**config.mk**
```make
export PLATFORM = sky130hd
export DESIGN_NAME = mixer_routing_gain_control
export DESIGN_NICKNAME = d
export VERILOG_FILES = /design/src/include/mixer_routing_pkg.sv /design/src/verilog/mixer_routing_gain_control.sv
export VERILOG_INCLUDE_DIRS = /design/src /design/src/include
export SDC_FILE = /design/constraint.sdc
export NUM_CORES = 1
export LEC_CHECK = 0
export ABC_AREA = 1
export BUFFER_PORTS_ARGS = -buffer_cell sky130_fd_sc_hd__buf_2
export CAP_MARGIN = 15
export CORE_ASPECT_RATIO = 0.9
export CORE_MARGIN = 8
export CORE_UTILIZATION = 60
export CTS_BUF_LIST = sky130_fd_sc_hd__clkbuf_4
export CTS_CLUSTER_SIZE = 24
export DETAILED_ROUTE_END_ITERATION = 10
export PLACE_DENSITY = 0.88
export SLEW_MARGIN = 10
export SYNTH_ARGS = -nofsm -noshare
export SYNTH_HDL_FRONTEND = slang
export SYNTH_SLANG_ARGS = --single-unit
```
**constraint.sdc**
```tcl
create_clock -name clk -period 5.1 [get_ports clk]
set_input_delay 0.255 -clock clk [delete_from_list [all_inputs] [get_ports clk]]
set_output_delay 0.255 -clock clk [all_outputs]
set_load 0.05 [all_outputs]
```
**src/include/mixer_routing_consts.svh**
```systemverilog
`ifndef MIXER_ROUTING_CONSTS_SVH
`define MIXER_ROUTING_CONSTS_SVH

// ----------------------------------------
// register offsets
// ----------------------------------------
`define OFS_MIC_BIAS_BUTTON   8'h0C
`define OFS_SIDETONE          8'h0D
`define OFS_PHONE_INPUT       8'h0E
`define OFS_LEFT_LINE_INPUT   8'h0F
`define OFS_RIGHT_LINE_INPUT  8'h10
`define OFS_CONVERTER_LEVEL   8'h11
`define OFS_PHONE_OUTPUT      8'h12
`define OFS_LINE_OUTPUT       8'h13
`define OFS_SPEAKER_OUTPUT    8'h14

// ----------------------------------------
// implemented-bit masks and reset value
// ----------------------------------------
`define MASK_MIC_BIAS_BUTTON  8'h3F
`define MASK_SIDETONE         8'h0F
`define MASK_PHONE_INPUT      8'h3F
`define MASK_LINE_INPUT       8'hFF
`define MASK_CONVERTER        8'hFF
`define MASK_PHONE_OUTPUT     8'h1F
`define MASK_LINE_OUTPUT      8'h0F
`define MASK_SPEAKER_OUTPUT   8'h0F
`define REG_RESET             8'h00

// ----------------------------------------
// field positions
// ----------------------------------------
`define BIT_VCM_SEL           0
`define BIT_BUTTON_SERIES     3
`define BIT_BOOST             5
`define BIT_MUTE_IN           6
`define BIT_SRC_SEL           7
`define BIT_OUT_MUTE          3
`define BIT_NOISE_GATE        4
`define BIT_PHONE_MUTE        5

// ----------------------------------------
// gain coding, in half-dB units
// ----------------------------------------
`define LEVEL_BASE_X2         (-93)
`define LEVEL_STEP_X2         3
`define BOOST_X2              24
`define PHONE_BOOST_X2        24
`define SIDETONE_TOP_CODE     4'hA

// ----------------------------------------
// timing
// ----------------------------------------
`define CLK_HZ                20000000
`define MS_CYCLES             (`CLK_HZ / 1000)
`define DEBOUNCE_MS_0         0
`define DEBOUNCE_MS_1         8
`define DEBOUNCE_MS_2         16
`define DEBOUNCE_MS_3         32

`endif

```
**src/include/mixer_routing_pkg.sv**
```systemverilog
package mixer_routing_pkg;

	typedef struct packed {
		logic              silence;
		logic signed [7:0] gain_db_x2;
	} input_level_t;

	typedef struct packed {
		logic silence;
		logic add_left;
		logic add_right;
		logic add_source;
	} output_route_t;

	typedef struct packed {
		logic       ext_bias_en;
		logic       int_bias_en;
		logic [1:0] bias_code;
		logic       capless_virtual_ground_sel;
	} bias_ctrl_t;

	typedef enum logic [1:0] {
		BTN_IDLE,
		BTN_CHECK,
		BTN_HELD
	} button_state_t;

endpackage

```
**src/verilog/mixer_routing_gain_control.sv**
```systemverilog
`timescale 1ns/1ps
`default_nettype none
`include "mixer_routing_consts.svh"

// Behaviour
// - bit0 picks capless virtual ground level
// - bits 2:1 bias code to chosen output
// - bit3 set means series button type
// - bits 5:4 button debounce 0/8/16/32 ms
// - sidetone code 0 cut, 3 dB steps, saturates
// - phone input level -34.5 to +12 dB
// - phone input bit5 mutes at source
// - left line level, boost adds 12 dB
// - left mute bit6, bit7 picks line source
// - right line level coded like left
// - right mute bit6, bit7 picks line source
// - converter level, boost for both channels
// - bit7 takes converter level codes from line registers
// - phone output adds mic/right/left, bit3 mutes
// - noise gate gates mic to phone output
// - line output adds phone/right/left, bit3 mutes
// - speaker output adds, mutes; bit4 reserved
// - external microphone select steers bias output
module mixer_routing_gain_control #(
	parameter int unsigned MS_CYCLES = `MS_CYCLES
) (
	input  wire logic                          clk,
	input  wire logic                          rst_n,
	input  wire logic [7:0]                    reg_addr,
	input  wire logic [7:0]                    reg_wdata,
	input  wire logic                          reg_wr,
	input  wire logic                          reg_rd,
	output logic      [7:0]                    reg_rdata,
	output logic                               reg_hit,
	input  wire logic                          external_microphone_sel,
	input  wire logic                          noise_gate_on,
	input  wire logic                          agc_noise,
	input  wire logic                          dac_zero_cross,
	input  wire logic                          button_raw,
	output mixer_routing_pkg::bias_ctrl_t      bias_ctrl,
	output logic                               button_series,
	output logic                               button_pressed,
	output logic                               monitor_path_cut,
	output logic      [3:0]                    monitor_path_attenuation,
	output mixer_routing_pkg::input_level_t    phone_in,
	output mixer_routing_pkg::input_level_t    left_line_in,
	output mixer_routing_pkg::input_level_t    right_line_in,
	output mixer_routing_pkg::input_level_t    dac_left_in,
	output mixer_routing_pkg::input_level_t    dac_right_in,
	output logic                               left_from_line,
	output logic                               right_from_line,
	output mixer_routing_pkg::output_route_t   phone_output,
	output logic                               phone_mic_gated,
	output mixer_routing_pkg::output_route_t   line_output,
	output mixer_routing_pkg::output_route_t   speaker_output
);

	// ----------------------------------------
	// register storage
	// ----------------------------------------
	logic [7:0] mic_bias_button_config;
	logic [7:0] sidetone_attenuation;
	logic [7:0] phone_input_level;
	logic [7:0] left_line_input_config;
	logic [7:0] right_line_input_config;
	logic [7:0] converter_mixer_level;
	logic [7:0] phone_output_routing;
	logic [7:0] line_output_routing;
	logic [7:0] speaker_output_routing;
	logic       dac_silenced;
	logic [7:0] next_rdata;
	logic       next_hit;

	function automatic logic signed [7:0] level_x2(input logic [4:0] code, input logic boost);
		logic signed [7:0] base;
		base = 8'(`LEVEL_BASE_X2) + 8'(`LEVEL_STEP_X2 * code);
		return boost ? base + 8'(`BOOST_X2) : base;
	endfunction

	// masking on write keeps reserved bits at zero so readback is plain
	always_ff @(posedge clk or negedge rst_n)
	begin
		if (!rst_n)
		begin
			mic_bias_button_config  <= `REG_RESET;
			sidetone_attenuation    <= `REG_RESET;
			phone_input_level       <= `REG_RESET;
			left_line_input_config  <= `REG_RESET;
			right_line_input_config <= `REG_RESET;
			converter_mixer_level   <= `REG_RESET;
			phone_output_routing    <= `REG_RESET;
			line_output_routing     <= `REG_RESET;
			speaker_output_routing  <= `REG_RESET;
		end
		else if (reg_wr)
		begin
			case (reg_addr)
				`OFS_MIC_BIAS_BUTTON:  mic_bias_button_config  <= reg_wdata & `MASK_MIC_BIAS_BUTTON;
				`OFS_SIDETONE:         sidetone_attenuation    <= reg_wdata & `MASK_SIDETONE;
				`OFS_PHONE_INPUT:      phone_input_level       <= reg_wdata & `MASK_PHONE_INPUT;
				`OFS_LEFT_LINE_INPUT:  left_line_input_config  <= reg_wdata & `MASK_LINE_INPUT;
				`OFS_RIGHT_LINE_INPUT: right_line_input_config <= reg_wdata & `MASK_LINE_INPUT;
				`OFS_CONVERTER_LEVEL:  converter_mixer_level   <= reg_wdata & `MASK_CONVERTER;
				`OFS_PHONE_OUTPUT:     phone_output_routing    <= reg_wdata & `MASK_PHONE_OUTPUT;
				`OFS_LINE_OUTPUT:      line_output_routing     <= reg_wdata & `MASK_LINE_OUTPUT;
				`OFS_SPEAKER_OUTPUT:   speaker_output_routing  <= reg_wdata & `MASK_SPEAKER_OUTPUT;
				default:               ;
			endcase
		end
	end

	always_comb
	begin
		next_hit = 1'b1;
		case (reg_addr)
			`OFS_MIC_BIAS_BUTTON:  next_rdata = mic_bias_button_config;
			`OFS_SIDETONE:         next_rdata = sidetone_attenuation;
			`OFS_PHONE_INPUT:      next_rdata = phone_input_level;
			`OFS_LEFT_LINE_INPUT:  next_rdata = left_line_input_config;
			`OFS_RIGHT_LINE_INPUT: next_rdata = right_line_input_config;
			`OFS_CONVERTER_LEVEL:  next_rdata = converter_mixer_level;
			`OFS_PHONE_OUTPUT:     next_rdata = phone_output_routing;
			`OFS_LINE_OUTPUT:      next_rdata = line_output_routing;
			`OFS_SPEAKER_OUTPUT:   next_rdata = speaker_output_routing;
			default:
			begin
				next_rdata = 8'h00;
				next_hit   = 1'b0;
			end
		endcase
	end

	// read data is registered: valid the edge after reg_rd, unmapped reads zero
	always_ff @(posedge clk or negedge rst_n)
	begin
		if (!rst_n)
		begin
			reg_rdata <= 8'h00;
			reg_hit   <= 1'b0;
		end
		else if (reg_rd)
		begin
			reg_rdata <= next_rdata;
			reg_hit   <= next_hit;
		end
	end

	// ----------------------------------------
	// microphone bias and headphone common node
	// ----------------------------------------
	always_ff @(posedge clk or negedge rst_n)
	begin
		if (!rst_n)
			bias_ctrl <= '0;
		else
		begin
			bias_ctrl.capless_virtual_ground_sel <= mic_bias_button_config[`BIT_VCM_SEL];
			bias_ctrl.bias_code                  <= mic_bias_button_config[2:1];
			bias_ctrl.ext_bias_en                <= external_microphone_sel;
			bias_ctrl.int_bias_en                <= !external_microphone_sel;
		end
	end

	// ----------------------------------------
	// parallel button debounce
	// ----------------------------------------
	// a 1 ms tick keeps the debounce counter narrow; the cost is up to 1 ms of jitter
	logic [$clog2(MS_CYCLES)-1:0]  ms_div;
	logic                          ms_tick;
	logic [5:0]                    ms_left;
	logic [5:0]                    debounce_ms;
	mixer_routing_pkg::button_state_t btn_state;

	assign ms_tick = (ms_div == ($clog2(MS_CYCLES))'(MS_CYCLES - 1));

	always_ff @(posedge clk or negedge rst_n)
	begin
		if (!rst_n)
			ms_div <= '0;
		else if (ms_tick)
			ms_div <= '0;
		else
			ms_div <= ms_div + 1'b1;
	end

	always_comb
	begin
		case (mic_bias_button_config[5:4])
			2'b00:   debounce_ms = 6'(`DEBOUNCE_MS_0);
			2'b01:   debounce_ms = 6'(`DEBOUNCE_MS_1);
			2'b10:   debounce_ms = 6'(`DEBOUNCE_MS_2);
			default: debounce_ms = 6'(`DEBOUNCE_MS_3);
		endcase
	end

	assign button_series = mic_bias_button_config[`BIT_BUTTON_SERIES];

	// series buttons are debounced by the headset-detect timer elsewhere, so they pass raw
	always_ff @(posedge clk or negedge rst_n)
	begin
		if (!rst_n)
		begin
			btn_state      <= mixer_routing_pkg::BTN_IDLE;
			ms_left        <= '0;
			button_pressed <= 1'b0;
		end
		else if (button_series)
		begin
			btn_state      <= mixer_routing_pkg::BTN_IDLE;
			button_pressed <= button_raw;
		end
		else
		begin
			case (btn_state)
				mixer_routing_pkg::BTN_IDLE:
				begin
					button_pressed <= 1'b0;
					ms_left        <= debounce_ms;
					if (button_raw)
						btn_state <= mixer_routing_pkg::BTN_CHECK;
				end
				mixer_routing_pkg::BTN_CHECK:
				begin
					if (!button_raw)
						btn_state <= mixer_routing_pkg::BTN_IDLE;
					else if (ms_left == 6'd0)
					begin
						btn_state      <= mixer_routing_pkg::BTN_HELD;
						button_pressed <= 1'b1;
					end
					else if (ms_tick)
						ms_left <= ms_left - 6'd1;
				end
				mixer_routing_pkg::BTN_HELD:
				begin
					if (!button_raw)
						btn_state <= mixer_routing_pkg::BTN_IDLE;
				end
				default: btn_state <= mixer_routing_pkg::BTN_IDLE;
			endcase
		end
	end

	// ----------------------------------------
	// input levels and sources
	// ----------------------------------------
	logic [7:0] dac_left_src;
	logic [7:0] dac_right_src;

	// with balance on, the converter follows the line level codes
	assign dac_left_src  = converter_mixer_level[`BIT_SRC_SEL] ? left_line_input_config : converter_mixer_level;
	assign dac_right_src = converter_mixer_level[`BIT_SRC_SEL] ? right_line_input_config : converter_mixer_level;

	always_ff @(posedge clk or negedge rst_n)
	begin
		if (!rst_n)
			dac_silenced <= 1'b0;
		else if (dac_zero_cross)
			dac_silenced <= converter_mixer_level[`BIT_MUTE_IN];
	end

	always_ff @(posedge clk or negedge rst_n)
	begin
		if (!rst_n)
		begin
			monitor_path_cut         <= 1'b1;
			monitor_path_attenuation <= 4'h0;
			phone_in                 <= '0;
			left_line_in             <= '0;
			right_line_in            <= '0;
			dac_left_in              <= '0;
			dac_right_in             <= '0;
			left_from_line           <= 1'b0;
			right_from_line          <= 1'b0;
		end
		else
		begin
			monitor_path_cut         <= (sidetone_attenuation[3:0] == 4'h0);
			monitor_path_attenuation <= (sidetone_attenuation[3:0] > `SIDETONE_TOP_CODE) ?
				`SIDETONE_TOP_CODE : sidetone_attenuation[3:0];
			phone_in.silence         <= phone_input_level[`BIT_PHONE_MUTE];
			phone_in.gain_db_x2      <= level_x2(phone_input_level[4:0], 1'b1);
			left_line_in.silence     <= left_line_input_config[`BIT_MUTE_IN];
			left_line_in.gain_db_x2  <= level_x2(left_line_input_config[4:0],
				left_line_input_config[`BIT_BOOST]);
			right_line_in.silence    <= right_line_input_config[`BIT_MUTE_IN];
			right_line_in.gain_db_x2 <= level_x2(right_line_input_config[4:0],
				right_line_input_config[`BIT_BOOST]);
			dac_left_in.silence      <= dac_silenced;
			dac_right_in.silence     <= dac_silenced;
			dac_left_in.gain_db_x2   <= level_x2(dac_left_src[4:0], converter_mixer_level[`BIT_BOOST]);
			dac_right_in.gain_db_x2  <= level_x2(dac_right_src[4:0], converter_mixer_level[`BIT_BOOST]);
			left_from_line           <= left_line_input_config[`BIT_SRC_SEL];
			right_from_line          <= right_line_input_config[`BIT_SRC_SEL];
		end
	end

	// ----------------------------------------
	// output routing
	// ----------------------------------------
	always_ff @(posedge clk or negedge rst_n)
	begin
		if (!rst_n)
		begin
			phone_output    <= '0;
			line_output     <= '0;
			speaker_output  <= '0;
			phone_mic_gated <= 1'b0;
		end
		else
		begin
			phone_output    <= {phone_output_routing[`BIT_OUT_MUTE], phone_output_routing[2:0]};
			line_output     <= {line_output_routing[`BIT_OUT_MUTE], line_output_routing[2:0]};
			speaker_output  <= {speaker_output_routing[`BIT_OUT_MUTE], speaker_output_routing[2:0]};
			phone_mic_gated <= phone_output_routing[`BIT_NOISE_GATE] && noise_gate_on && agc_noise;
		end
	end

	// ----------------------------------------
	// checks
	// ----------------------------------------
	property p_readback;
		reg_wr && reg_addr == `OFS_CONVERTER_LEVEL ##1 reg_rd && !reg_wr && reg_addr == `OFS_CONVERTER_LEVEL
			|=> reg_rdata == $past(reg_wdata, 2);
	endproperty
	a_readback: assert property (@(posedge clk) disable iff (!rst_n) p_readback) else $error("readback mismatch");

	property p_spk_reserved;
		reg_rd ##1 1'b1 |-> reg_rdata[4] == 1'b0 || $past(reg_addr) != `OFS_SPEAKER_OUTPUT;
	endproperty
	a_spk_reserved: assert property (@(posedge clk) disable iff (!rst_n) p_spk_reserved) else $error("reserved bit set");

	property p_unmapped;
		reg_rd && reg_addr > `OFS_SPEAKER_OUTPUT |=> !reg_hit && reg_rdata == 8'h00;
	endproperty
	a_unmapped: assert property (@(posedge clk) disable iff (!rst_n) p_unmapped) else $error("unmapped read not zero");

	property p_dac_mute_waits;
		!dac_zero_cross && !dac_silenced |=> !dac_silenced;
	endproperty
	a_dac_mute_waits: assert property (@(posedge clk) disable iff (!rst_n) p_dac_mute_waits) else $error("mute without zero crossing");

	property p_dac_mute_takes;
		dac_zero_cross && converter_mixer_level[`BIT_MUTE_IN] |=> ##1 dac_left_in.silence && dac_right_in.silence;
	endproperty
	a_dac_mute_takes: assert property (@(posedge clk) disable iff (!rst_n) p_dac_mute_takes) else $error("dac mute late");

	property p_gate;
		phone_output_routing[`BIT_NOISE_GATE] && noise_gate_on && agc_noise |=> phone_mic_gated;
	endproperty
	a_gate: assert property (@(posedge clk) disable iff (!rst_n) p_gate) else $error("noise gate missed");

	property p_bias_steer;
		external_microphone_sel |=> bias_ctrl.ext_bias_en && !bias_ctrl.int_bias_en;
	endproperty
	a_bias_steer: assert property (@(posedge clk) disable iff (!rst_n) p_bias_steer) else $error("bias not steered");

	property p_sidetone_sat;
		sidetone_attenuation[3:0] >= 4'hB |=> monitor_path_attenuation == 4'hA && !monitor_path_cut;
	endproperty
	a_sidetone_sat: assert property (@(posedge clk) disable iff (!rst_n) p_sidetone_sat) else $error("sidetone not 0 dB");

	property p_phone_top;
		phone_input_level[4:0] == 5'h1F |=> phone_in.gain_db_x2 == 8'sd24;
	endproperty
	a_phone_top: assert property (@(posedge clk) disable iff (!rst_n) p_phone_top) else $error("phone gain top wrong");

	property p_line_floor;
		// rst_n in the antecedent: the edge that releases reset still leaves the outputs at reset
		rst_n && left_line_input_config[5:0] == 6'h00 |=> left_line_in.gain_db_x2 == -8'sd93;
	endproperty
	a_line_floor: assert property (@(posedge clk) disable iff (!rst_n) p_line_floor) else $error("line gain floor wrong");

	property p_zero_debounce;
		!button_series && btn_state == mixer_routing_pkg::BTN_IDLE && button_raw && debounce_ms == 6'd0
			##1 button_raw |=> button_pressed;
	endproperty
	a_zero_debounce: assert property (@(posedge clk) disable iff (!rst_n) p_zero_debounce) else $error("debounce slow");

	c_balance: cover property (@(posedge clk) disable iff (!rst_n) converter_mixer_level[`BIT_SRC_SEL] && reg_wr);
	c_dac_mute: cover property (@(posedge clk) disable iff (!rst_n) $rose(dac_silenced));
	c_button: cover property (@(posedge clk) disable iff (!rst_n) $rose(button_pressed) && !button_series);
	c_gate: cover property (@(posedge clk) disable iff (!rst_n) $rose(phone_mic_gated));

endmodule
`default_nettype wire

```
Word level (Yosys, flattened, before mapping) --
Cells that the tools add are included.
Word-level totals: register bits 156, latch bits 0, bits in writable memories 0, memory bits (read-only) 0, input bits 25, output and inout port bits 81, word-level logic and storage cells 134, memories 0
Operators by class: add/sub/neg operators 12, $mul 5, divide/modulo/power cells 0, magnitude comparators 1, eq/ne operators 22, shifts and indexed selects 0, muxes and demuxes 25, bitwise operators 1, reductions and logical operators 22
Operator list (count):
- 8-bit case mux with 9 select lines | 1
- 8-bit by 6-bit adder with 8-bit output, second input constant | 5
- 8-bit by 7-bit adder with 8-bit output, first input constant | 5
- 8-bit by 5-bit == test with 1-bit output, second input constant | 5
- 2-bit by 5-bit multiplier with 7-bit output, first input constant | 5
- 8-bit by 4-bit == test with 1-bit output, second input constant | 4
- 8-bit 2-to-1 mux | 4
- 6-bit 2-to-1 mux | 3
- 6-bit case mux with 3 select lines | 1
- 2-bit AND reduction | 9
- 15-bit by 1-bit adder with 15-bit output, second input constant | 1
- 15-bit == test, second input constant | 1
- 15-bit 2-to-1 mux | 1
- 3-bit != test, second input constant | 4
- 6-bit case mux with 2 select lines | 1
- 2-bit 2-to-1 mux | 5
- 5-bit 2-to-1 mux | 2
- 9-bit OR reduction | 1
- 6-bit logical NOT | 1
- 2-bit != test, second input constant | 3
- 2-bit case mux with 3 select lines | 1
- 3-bit AND reduction | 2
- 6-bit by 1-bit subtractor with 6-bit output, second input constant | 1
- 5-bit AND reduction | 1
- other kinds (14) | 21

Logic depth before layout (Yosys ltp) --
Gate-level depths: netlist of the first run.
word-level depth 5, gate-level depth with buffers 18, depth with buffers taken out 17

Worst setup path after synthesis of the first run --
Ideal clock, no wire load.
path type register to register, start point register converter_mixer_level[7], end point register dac_right_in[7] in the netlist's numbering, library setup time 0.117 ns, data arrival time 2.421 ns, data required time 4.983 ns, path slack 2.562 ns, stages on the path, launching flop included 17, buffers on the path 2, clock period less this slack 2.538 ns, cells stage by stage dfrtp_1 buf_6 buf_8 nor2_1 a21oi_1 inv_1 ha_1 ha_1 nand2_1 nand3b_1 nand3b_1 nand2_2 ha_1 nor2_1 nand3_1 nand2_1 nand2_1
Between the ends: cells in the longest elaborated chain, start to end 5
RTL lines:
- start: declaration | line mixer_routing_gain_control.sv:66 | logic [7:0] converter_mixer_level;
- start signal: assignment | line mixer_routing_gain_control.sv:90 | converter_mixer_level <= `REG_RESET;
- start signal: assignment | line mixer_routing_gain_control.sv:103 | `OFS_CONVERTER_LEVEL: converter_mixer_level <= reg_wdata & `MASK_CONVERTER;
- 5-bit 2-to-1 mux (*) | line mixer_routing_gain_control.sv:252 | assign dac_right_src = converter_mixer_level[`BIT_SRC_SEL] ? right_line_input_config : converter_mixer_level;
- 2-bit by 5-bit multiplier with 7-bit output (no line) (*)
- 8-bit by 7-bit adder with 8-bit output (*) | line mixer_routing_gain_control.sv:76 | base = 8'(`LEVEL_BASE_X2) + 8'(`LEVEL_STEP_X2 * code);
- 8-bit by 6-bit adder with 8-bit output | line mixer_routing_gain_control.sv:77 | return boost ? base + 8'(`BOOST_X2) : base;
- 8-bit 2-to-1 mux (*) | line mixer_routing_gain_control.sv:77
- end: declaration | line mixer_routing_gain_control.sv:49 | output mixer_routing_pkg::input_level_t dac_right_in,
Every way passes the cells marked *; elsewhere a longest branch is shown, timed or not. A chain may end at the register's enable or synchronous reset.

Worst setup path in the final report of the first run --
Same ends and word-level chain as after synthesis.

==> impl_metrics.toml, run 1 <==
[synth]
postSynthCellCount = 914
synthFlopType = "dfrtp_1"
yosysMostFrequentCell = "nand2_1"
synth_fp_nets = 989
yosysUniqueCellTypes = 44
syn_avg_cell_area_sq_um = 8.742
synth_area_leaders = "dfrtp_1, nand2_1, ha_1"
async_flop_share = 1.000
yosys.area.top_type_share = 0.4854
ys_warn_count = 0
synth_edf_count = 0
synth-seq-cells = 156
seq_area_frac_synth = 0.4887
synthTopCellsByCount = "nand2_1, dfrtp_1, inv_1"
yosysTopAreaCell = "dfrtp_1"
synth_area_sq_um = 7990

[cts]
clock_sinks = 156
htreeDepth = 4
clk_latency_ps = 570
cts.reportedPaths.clkPinSlew_ps = 140
cts_buffers = 17
cts_root_buf = "clkbuf_4"
post_cts_buffers = 0
cts_tree = "built"
cts.path.max_buffers = 2

[sta]
rsz0062_at_grt = "no"
final.setup.tns_ps = 0
min_period_ps = 3178
min_period_over_period = 0.6231
setup_viol = 0
fmax_ghz = 0.3147
finalHoldViolCount = 0
slew-limit-headroom = 0.3793
drv_slew = 0
worstMarginPinSlew_ps = 931.0
skew_ps = 28.56

[routing]
wl_mm = 18.26
via_count = 6479
viasPerCell = 5.324
wire_per_inst_um = 15.00
drtIter0Drc = 515
postRouteAntennaNets = 0
first_pass_iters = 5
drc = 0

[worst_setup_path]
r2r_setup_slack_ps = 1920
crit_slowest_cell = "dfrtp_1"
path_cells = "nor2_1 -> a21oi_1 -> inv_1 -> ha_1 -> ha_1 -> a21oi_1 -> nand2_1 -> nand2_1 -> nand2_2 -> ha_1 -> nor2_1 -> nand3_1 -> nand2_1 -> nand2_1"
path_max_fanout = 18
cp.arrival_ps = 3660
required_ps = 5580
crit_top_cell = "nand2_1"
path_class = "flop to flop"
critPathLaunchType = "flop"
slowest_delay_ps = 810
crit_path_end_kind = "flop"

[global_routing]
gr-total-overflow = 0
grt_pass1_vias = 6376
grt_antenna_before_repair = 0
grt_max_degree = 105
grt_usage = 0.2241
grt_first_pass_wirelength_mm = 30.71

[pwr]
pwr_density_cell_nw_per_um2 = 316.4
p_leak_nw = 4.797
peakVddDrop_mv = 0.1938

[floorplanning]
die_y_um = 125.5
rows = 40
die_area_sq_um = 17270
ioPinCount = 106
initial_core_util = 0.6070
core_area_sq_um = 13160
die_x_um = 137.6

[finish]
nNetsFinal = 1111
area_delta_synth_final_pct = 12.84
antenna_cells = 0
layout-drive-gt1-share = 0.1897
final_area_sq_um = 9016

[min_path]
hold_path.class = "primary input to flop"

[place]
globalplace.congestion = 0.8808
io_buffers = 105
place_area_sq_um = 8648
place_hpwl_mm = 13.54

[job]
drv_cap = 0

[outcome]
run_status = "completed"
registers in the layout, indices dropped and copies added (netlist names), 5 cells and up:
| name | count |
|---|---|
| bias_ctrl | 5 |
| converter_mixer_level | 8 |
| dac_left_in | 8 |
| dac_right_in | 9 |
| left_line_in | 9 |
| left_line_input_config | 8 |
| mic_bias_button_config | 6 |
| ms_div | 15 |
| ms_left | 6 |
| phone_in | 9 |
| phone_input_level | 6 |
| phone_output_routing | 5 |
| reg_rdata | 8 |
| right_line_in | 9 |
| right_line_input_config | 8 |
cells in the final DEF (no fill, tap or decap), types with 4 or more instances in the layout:
master | synthesis | routed
o211ai_1 | 4 | 4
xor2_1 | 22 | 22
nand2_1 | 237 | 237
ha_1 | 49 | 49
nand4_1 | 11 | 11
nand3_1 | 45 | 45
dfrtp_1 | 155 | 155
nand3_2 | 5 | 5
o21ai_1 | 32 | 32
dlygate4sd3_1 | 0 | 9
inv_1 | 113 | 113
o21ai_2 | 9 | 9
nand2_2 | 24 | 24
xnor2_1 | 12 | 12
nor2_2 | 5 | 5
nor2_4 | 4 | 4
nor3_4 | 4 | 4
buf_2 | 4 | 104
nor3_1 | 8 | 8
clkbuf_4 | 0 | 21
nor2_1 | 59 | 59
inv_2 | 6 | 6
a21oi_1 | 26 | 26
o21ai_0 | 42 | 42
power breakdown:
group / internal [mW] / switching, mW
Sequential: 1.34 / 0.0680
Clock: 0.312 / 0.432
Combinational: 0.195 / 0.509
worst paths after layout:
| kind | start | cells past startpoint | endpoint |
|---|---|---|---|
| min in group asynchronous | rst_n | 2 | monitor_path_attenuation[1] |
| setup reg to reg | converter_mixer_level[7] | 14 | dac_right_in[7] |
| hold reg to reg | dac_silenced | 0 | dac_right_in[8] |
| setup / recovery | converter_mixer_level[7] | 14 | dac_right_in[7] |
| max in group asynchronous | rst_n | 3 | dac_left_in[6] |
| hold / removal | reg_wdata[5] | 3 | left_line_input_config[5] |
routing by layer:
metal / routed length (um) / track usage / up-vias
met4: 372 / 0.08238 / 0
met3: 1284 / 0.05765 / 30
met2: 8724 / 0.3531 / 212
met5: 0 / 0 / -
met1: 7874 / 0.2905 / 3074
li1: - / - / 3163
final cells by class:
type / instances / area [sq um]
clock buffer: 21 / 157.7
multi-input combinational: 624 / 3533
clock inverter: 11 / 120.1
inverter: 122 / 460.4
tap: 168 / 210.2
sequential: 156 / 3905
timing repair buffer: 115 / 629.4
fill: 996 / 4146
cell families (layout without fill, tap and decap cells):
logic type | Yosys count | count (layout) | synth area share
AO/OA/AOI/OAI | 128 | 128 | 0.09114
XOR/XNOR | 34 | 34 | 0.03727
adder cells (fa/ha/maj) | 50 | 50 | 0.07924
buffers and inverters | 134 | 269 | 0.06906
flip-flops | 156 | 156 | 0.4887
multiplexers | 3 | 3 | 0.003915
AND/OR/NAND/NOR | 409 | 409 | 0.2307
what timing repair did:
item	in CTS	in global routing
gates resized for setup	0	0
endpoints found under the hold margin	118	0
hold buffers	9	0
critical path, delay by kind of cell, from the launching register on:
kind	cells	cell delay (ps)
DFF	1	810
adders and majority gates	3	840
buffers and inverters	1	100
AOI/OAI and AO/OA	2	460
and+or+nand+nor	8	880
stage by stage:
step | util | worst slack [ps] | total power [mW] | std cells | hold slack, ps
2_1_floorplan | - | 2562 | 1.940 | 914 | -40.59
3_3_place_gp | 0.6570 | 2173 | 2.102 | 1176 | 363.5
3_5_place_dp | 0.6570 | 2044 | 2.125 | 1176 | 365.6
4_1_cts | 0.6850 | 2023 | 2.873 | 1217 | 7.059
5_1_grt | 0.6850 | 1684 | 3.013 | 1217 | 25.85
6_report | 0.6850 | 1922 | 2.853 | 1217 | 56.02
No activity file was read; power rests on OpenSTA's default activity.
==> run 2, diff against run 1 <==
ABC_AREA = 0   (was 1)
clock period = 3.1 ns   (was 5.1 ns; I/O delays follow)
==> run 2 against run 1 <==
Hold slack better by 63 ps. Core utilization up 2.2 points. Count of clock-buffer cells in the layout is 2 lower. Critical path depth decreased by 1. Cell count fell by 19%. Largest power group unchanged.
==> impl_metrics.toml, run 2 <==
[synth]
synthTopCellsByCount = "dfrtp_1, inv_1, nand2_1"
synth_xor_xnor_area_share = 0.05247
synthFlopType = "dfrtp_1"
postSynthCellCount = 682
yosysUniqueCellTypes = 65
synthMuxAreaShare = 0.1072
synth_area_sq_um = 7679
synthAdderAreaFrac = 0.08245
synth_compound_area_frac = 0.1015
synth_top_family_by_area = "simple AND/OR/NAND/NOR gates"
yosys.area.top_type_share = 0.5051
synth_fp_nets = 757
synth_area_leaders = "dfrtp_1, ha_1, mux2_2"
yosysMostFrequentCell = "dfrtp_1"
synth_edf_count = 0
yosys.area_share.simple = 0.1075
yosysTopAreaCell = "dfrtp_1"
seq_area_frac_synth = 0.5086
ys_warn_count = 0
async_flop_share = 1.000
syn_avg_cell_area_sq_um = 11.26
synth-seq-cells = 156

[cts]
cts_buffers = 17
clk_latency_ps = 590
clock_sinks = 156
cts_tree = "built"
cts.path.max_buffers = 2
cts_root_buf = "clkbuf_4"
cts.reportedPaths.clkPinSlew_ps = 140
htreeDepth = 4

[sta]
fmax_ghz = 0.3437
fin_hold_ws_ps = 119.5
rsz0062_at_grt = "no"
skew_ps = 27.54
slew-limit-headroom = 0.4316
final.setup.tns_ps = 0
drv_slew = 0
finalHoldViolCount = 0
min_period_over_period = 0.9385
setup_viol = 0
worstMarginPinSlew_ps = 846.9
min_period_ps = 2909
fin_ws_ps = 190.7

[global_routing]
grt_max_degree = 84
grt_usage = 0.2337
grt_antenna_before_repair = 0
gr-total-overflow = 0
grt_first_pass_wirelength_mm = 30.63
grt_pass1_vias = 6052

[routing]
wire_per_inst_um = 18.88
viasPerCell = 5.901
drc = 0
first_pass_iters = 5
wl_mm = 18.67
drtIter0Drc = 574
postRouteAntennaNets = 0
via_count = 5836

[finish]
area_delta_synth_final_pct = 15.84
layout_common_cells = "dfrtp_1, buf_2, inv_1, nand2_1, ha_1"
largest_reg_flops = 15
antenna_cells = 0
regMostFlops = "ms_div"
nNetsFinal = 887
layout-drive-gt1-share = 0.2606
final_area_sq_um = 8895
stdcell_count = 989
fillers = 861
layout_commonest_cell = "dfrtp_1"
utilization = 0.7065

[floorplanning]
ioPinCount = 106
die_y_um = 123.3
initial_core_util = 0.6099
core_area_sq_um = 12590
die_x_um = 135.2
die_area_sq_um = 16680
rows = 39

[min_path]
hold_path.class = "primary input to flop"

[pwr]
pwr_density_cell_nw_per_um2 = 557.7
p_leak_nw = 4.400
total_power_mw = 4.960
peakVddDrop_mv = 0.3701

[place]
globalplace.congestion = 0.8891
place_area_sq_um = 8421
place_hpwl_mm = 13.44
place_inst = 940
io_buffers = 105
dp_slack_ps = 79.79

[worst_setup_path]
crit_top_cell = "ha_1"
path_cells = "mux2i_2 -> inv_1 -> ha_1 -> ha_1 -> nand4b_1 -> nand3b_1 -> a21oi_2 -> xor2_1 -> ha_1 -> nor2_2 -> nand2_1 -> and3_1 -> a31oi_1"
crit_path_end_kind = "flop"
critPathLaunchType = "flop"
required_ps = 3620
path_class = "flop to flop"
cp.arrival_ps = 3430
crit_slowest_cell = "dfrtp_2"
slowest_delay_ps = 490
path_max_fanout = 6

[outcome]
run_status = "completed"

[job]
drv_cap = 0
[run 2: cell count changes in the layout (fill, tap and decap cells not counted), sizes merged, moves of 18 or more]
cell,previous run,this run
inv,122,58
mux2,1,42
nor2,68,31
mux2i,2,20
nand3,50,14
nand2,263,50
o21ai,83,39
[run 2: metal layers]
| metal | vias to the layer above | global-route usage | wire, um |
|---|---|---|---|
| met5 | - | 0 | 0 |
| met4 | 0 | 0.1026 | 486 |
| met3 | 43 | 0.07311 | 1347 |
| met2 | 236 | 0.3799 | 8984 |
| met1 | 2896 | 0.2837 | 7856 |
| li1 | 2661 | - | - |
[run 2: power by group]
group          switching (mW)  leakage (nW)  internal, mW
sequential              0.108          1.98          2.22
combinational           0.974          2.27         0.407
clock                   0.754         0.147         0.499
[run 2: timing repair]
item / in CTS / in global routing
gates resized for setup: 0 / 9
hold endpoints to repair: 150 / 0
setup buffers: 0 / 2
hold buffers: 15 / 0
setup endpoints to repair: 0 / 5
[run 2: critical path, delay by kind of cell, from the launching register on]
kind,cells,cell delay [ps]
DFF,1,490
and+or+nand+nor,5,700
xor gates and xnor gates,1,120
buffers and inverters,1,100
adders and majority gates,3,850
muxes,1,290
AOI/OAI and AO/OA,2,300
[run 2: area by class of cell]
class	count	area (sq um)	area share
repair buffers	133	804.5	0.09045
inverters	55	206.4	0.02321
well taps	164	205.2	0.02307
multi-input cells	449	3488	0.3922
flip-flops and latches	156	3908	0.4393
clock buffers	19	142.6	0.01604
clock inverters	13	140.1	0.01575
[run 2: worst paths after layout]
| path | start | end | slack, ps | cells after the start |
|---|---|---|---|---|
| setup / recovery | converter_mixer_level[7] | dac_left_in[7] | 190 | 13 |
| hold / removal | reg_wr | speaker_output_routing[3] | 120 | 3 |
| setup reg to reg | converter_mixer_level[7] | dac_left_in[7] | 190 | 13 |
| hold reg to reg | dac_silenced | dac_right_in[8] | 410 | 0 |
| max in group asynchronous | rst_n | monitor_path_cut | 2070 | 3 |
| min in group asynchronous | rst_n | dac_left_in[7] | 160 | 2 |
[run 2: kinds of logic (layout without fill, tap and decap cells)]
group / count (synthesis) / in the layout
and+or+nand+nor: 162 / 162
DFF: 156 / 156
AOI/OAI and AO/OA: 123 / 123
buffers and inverters: 77 / 220
muxes: 68 / 68
adders and majority gates: 50 / 50
xor gates and xnor gates: 46 / 46
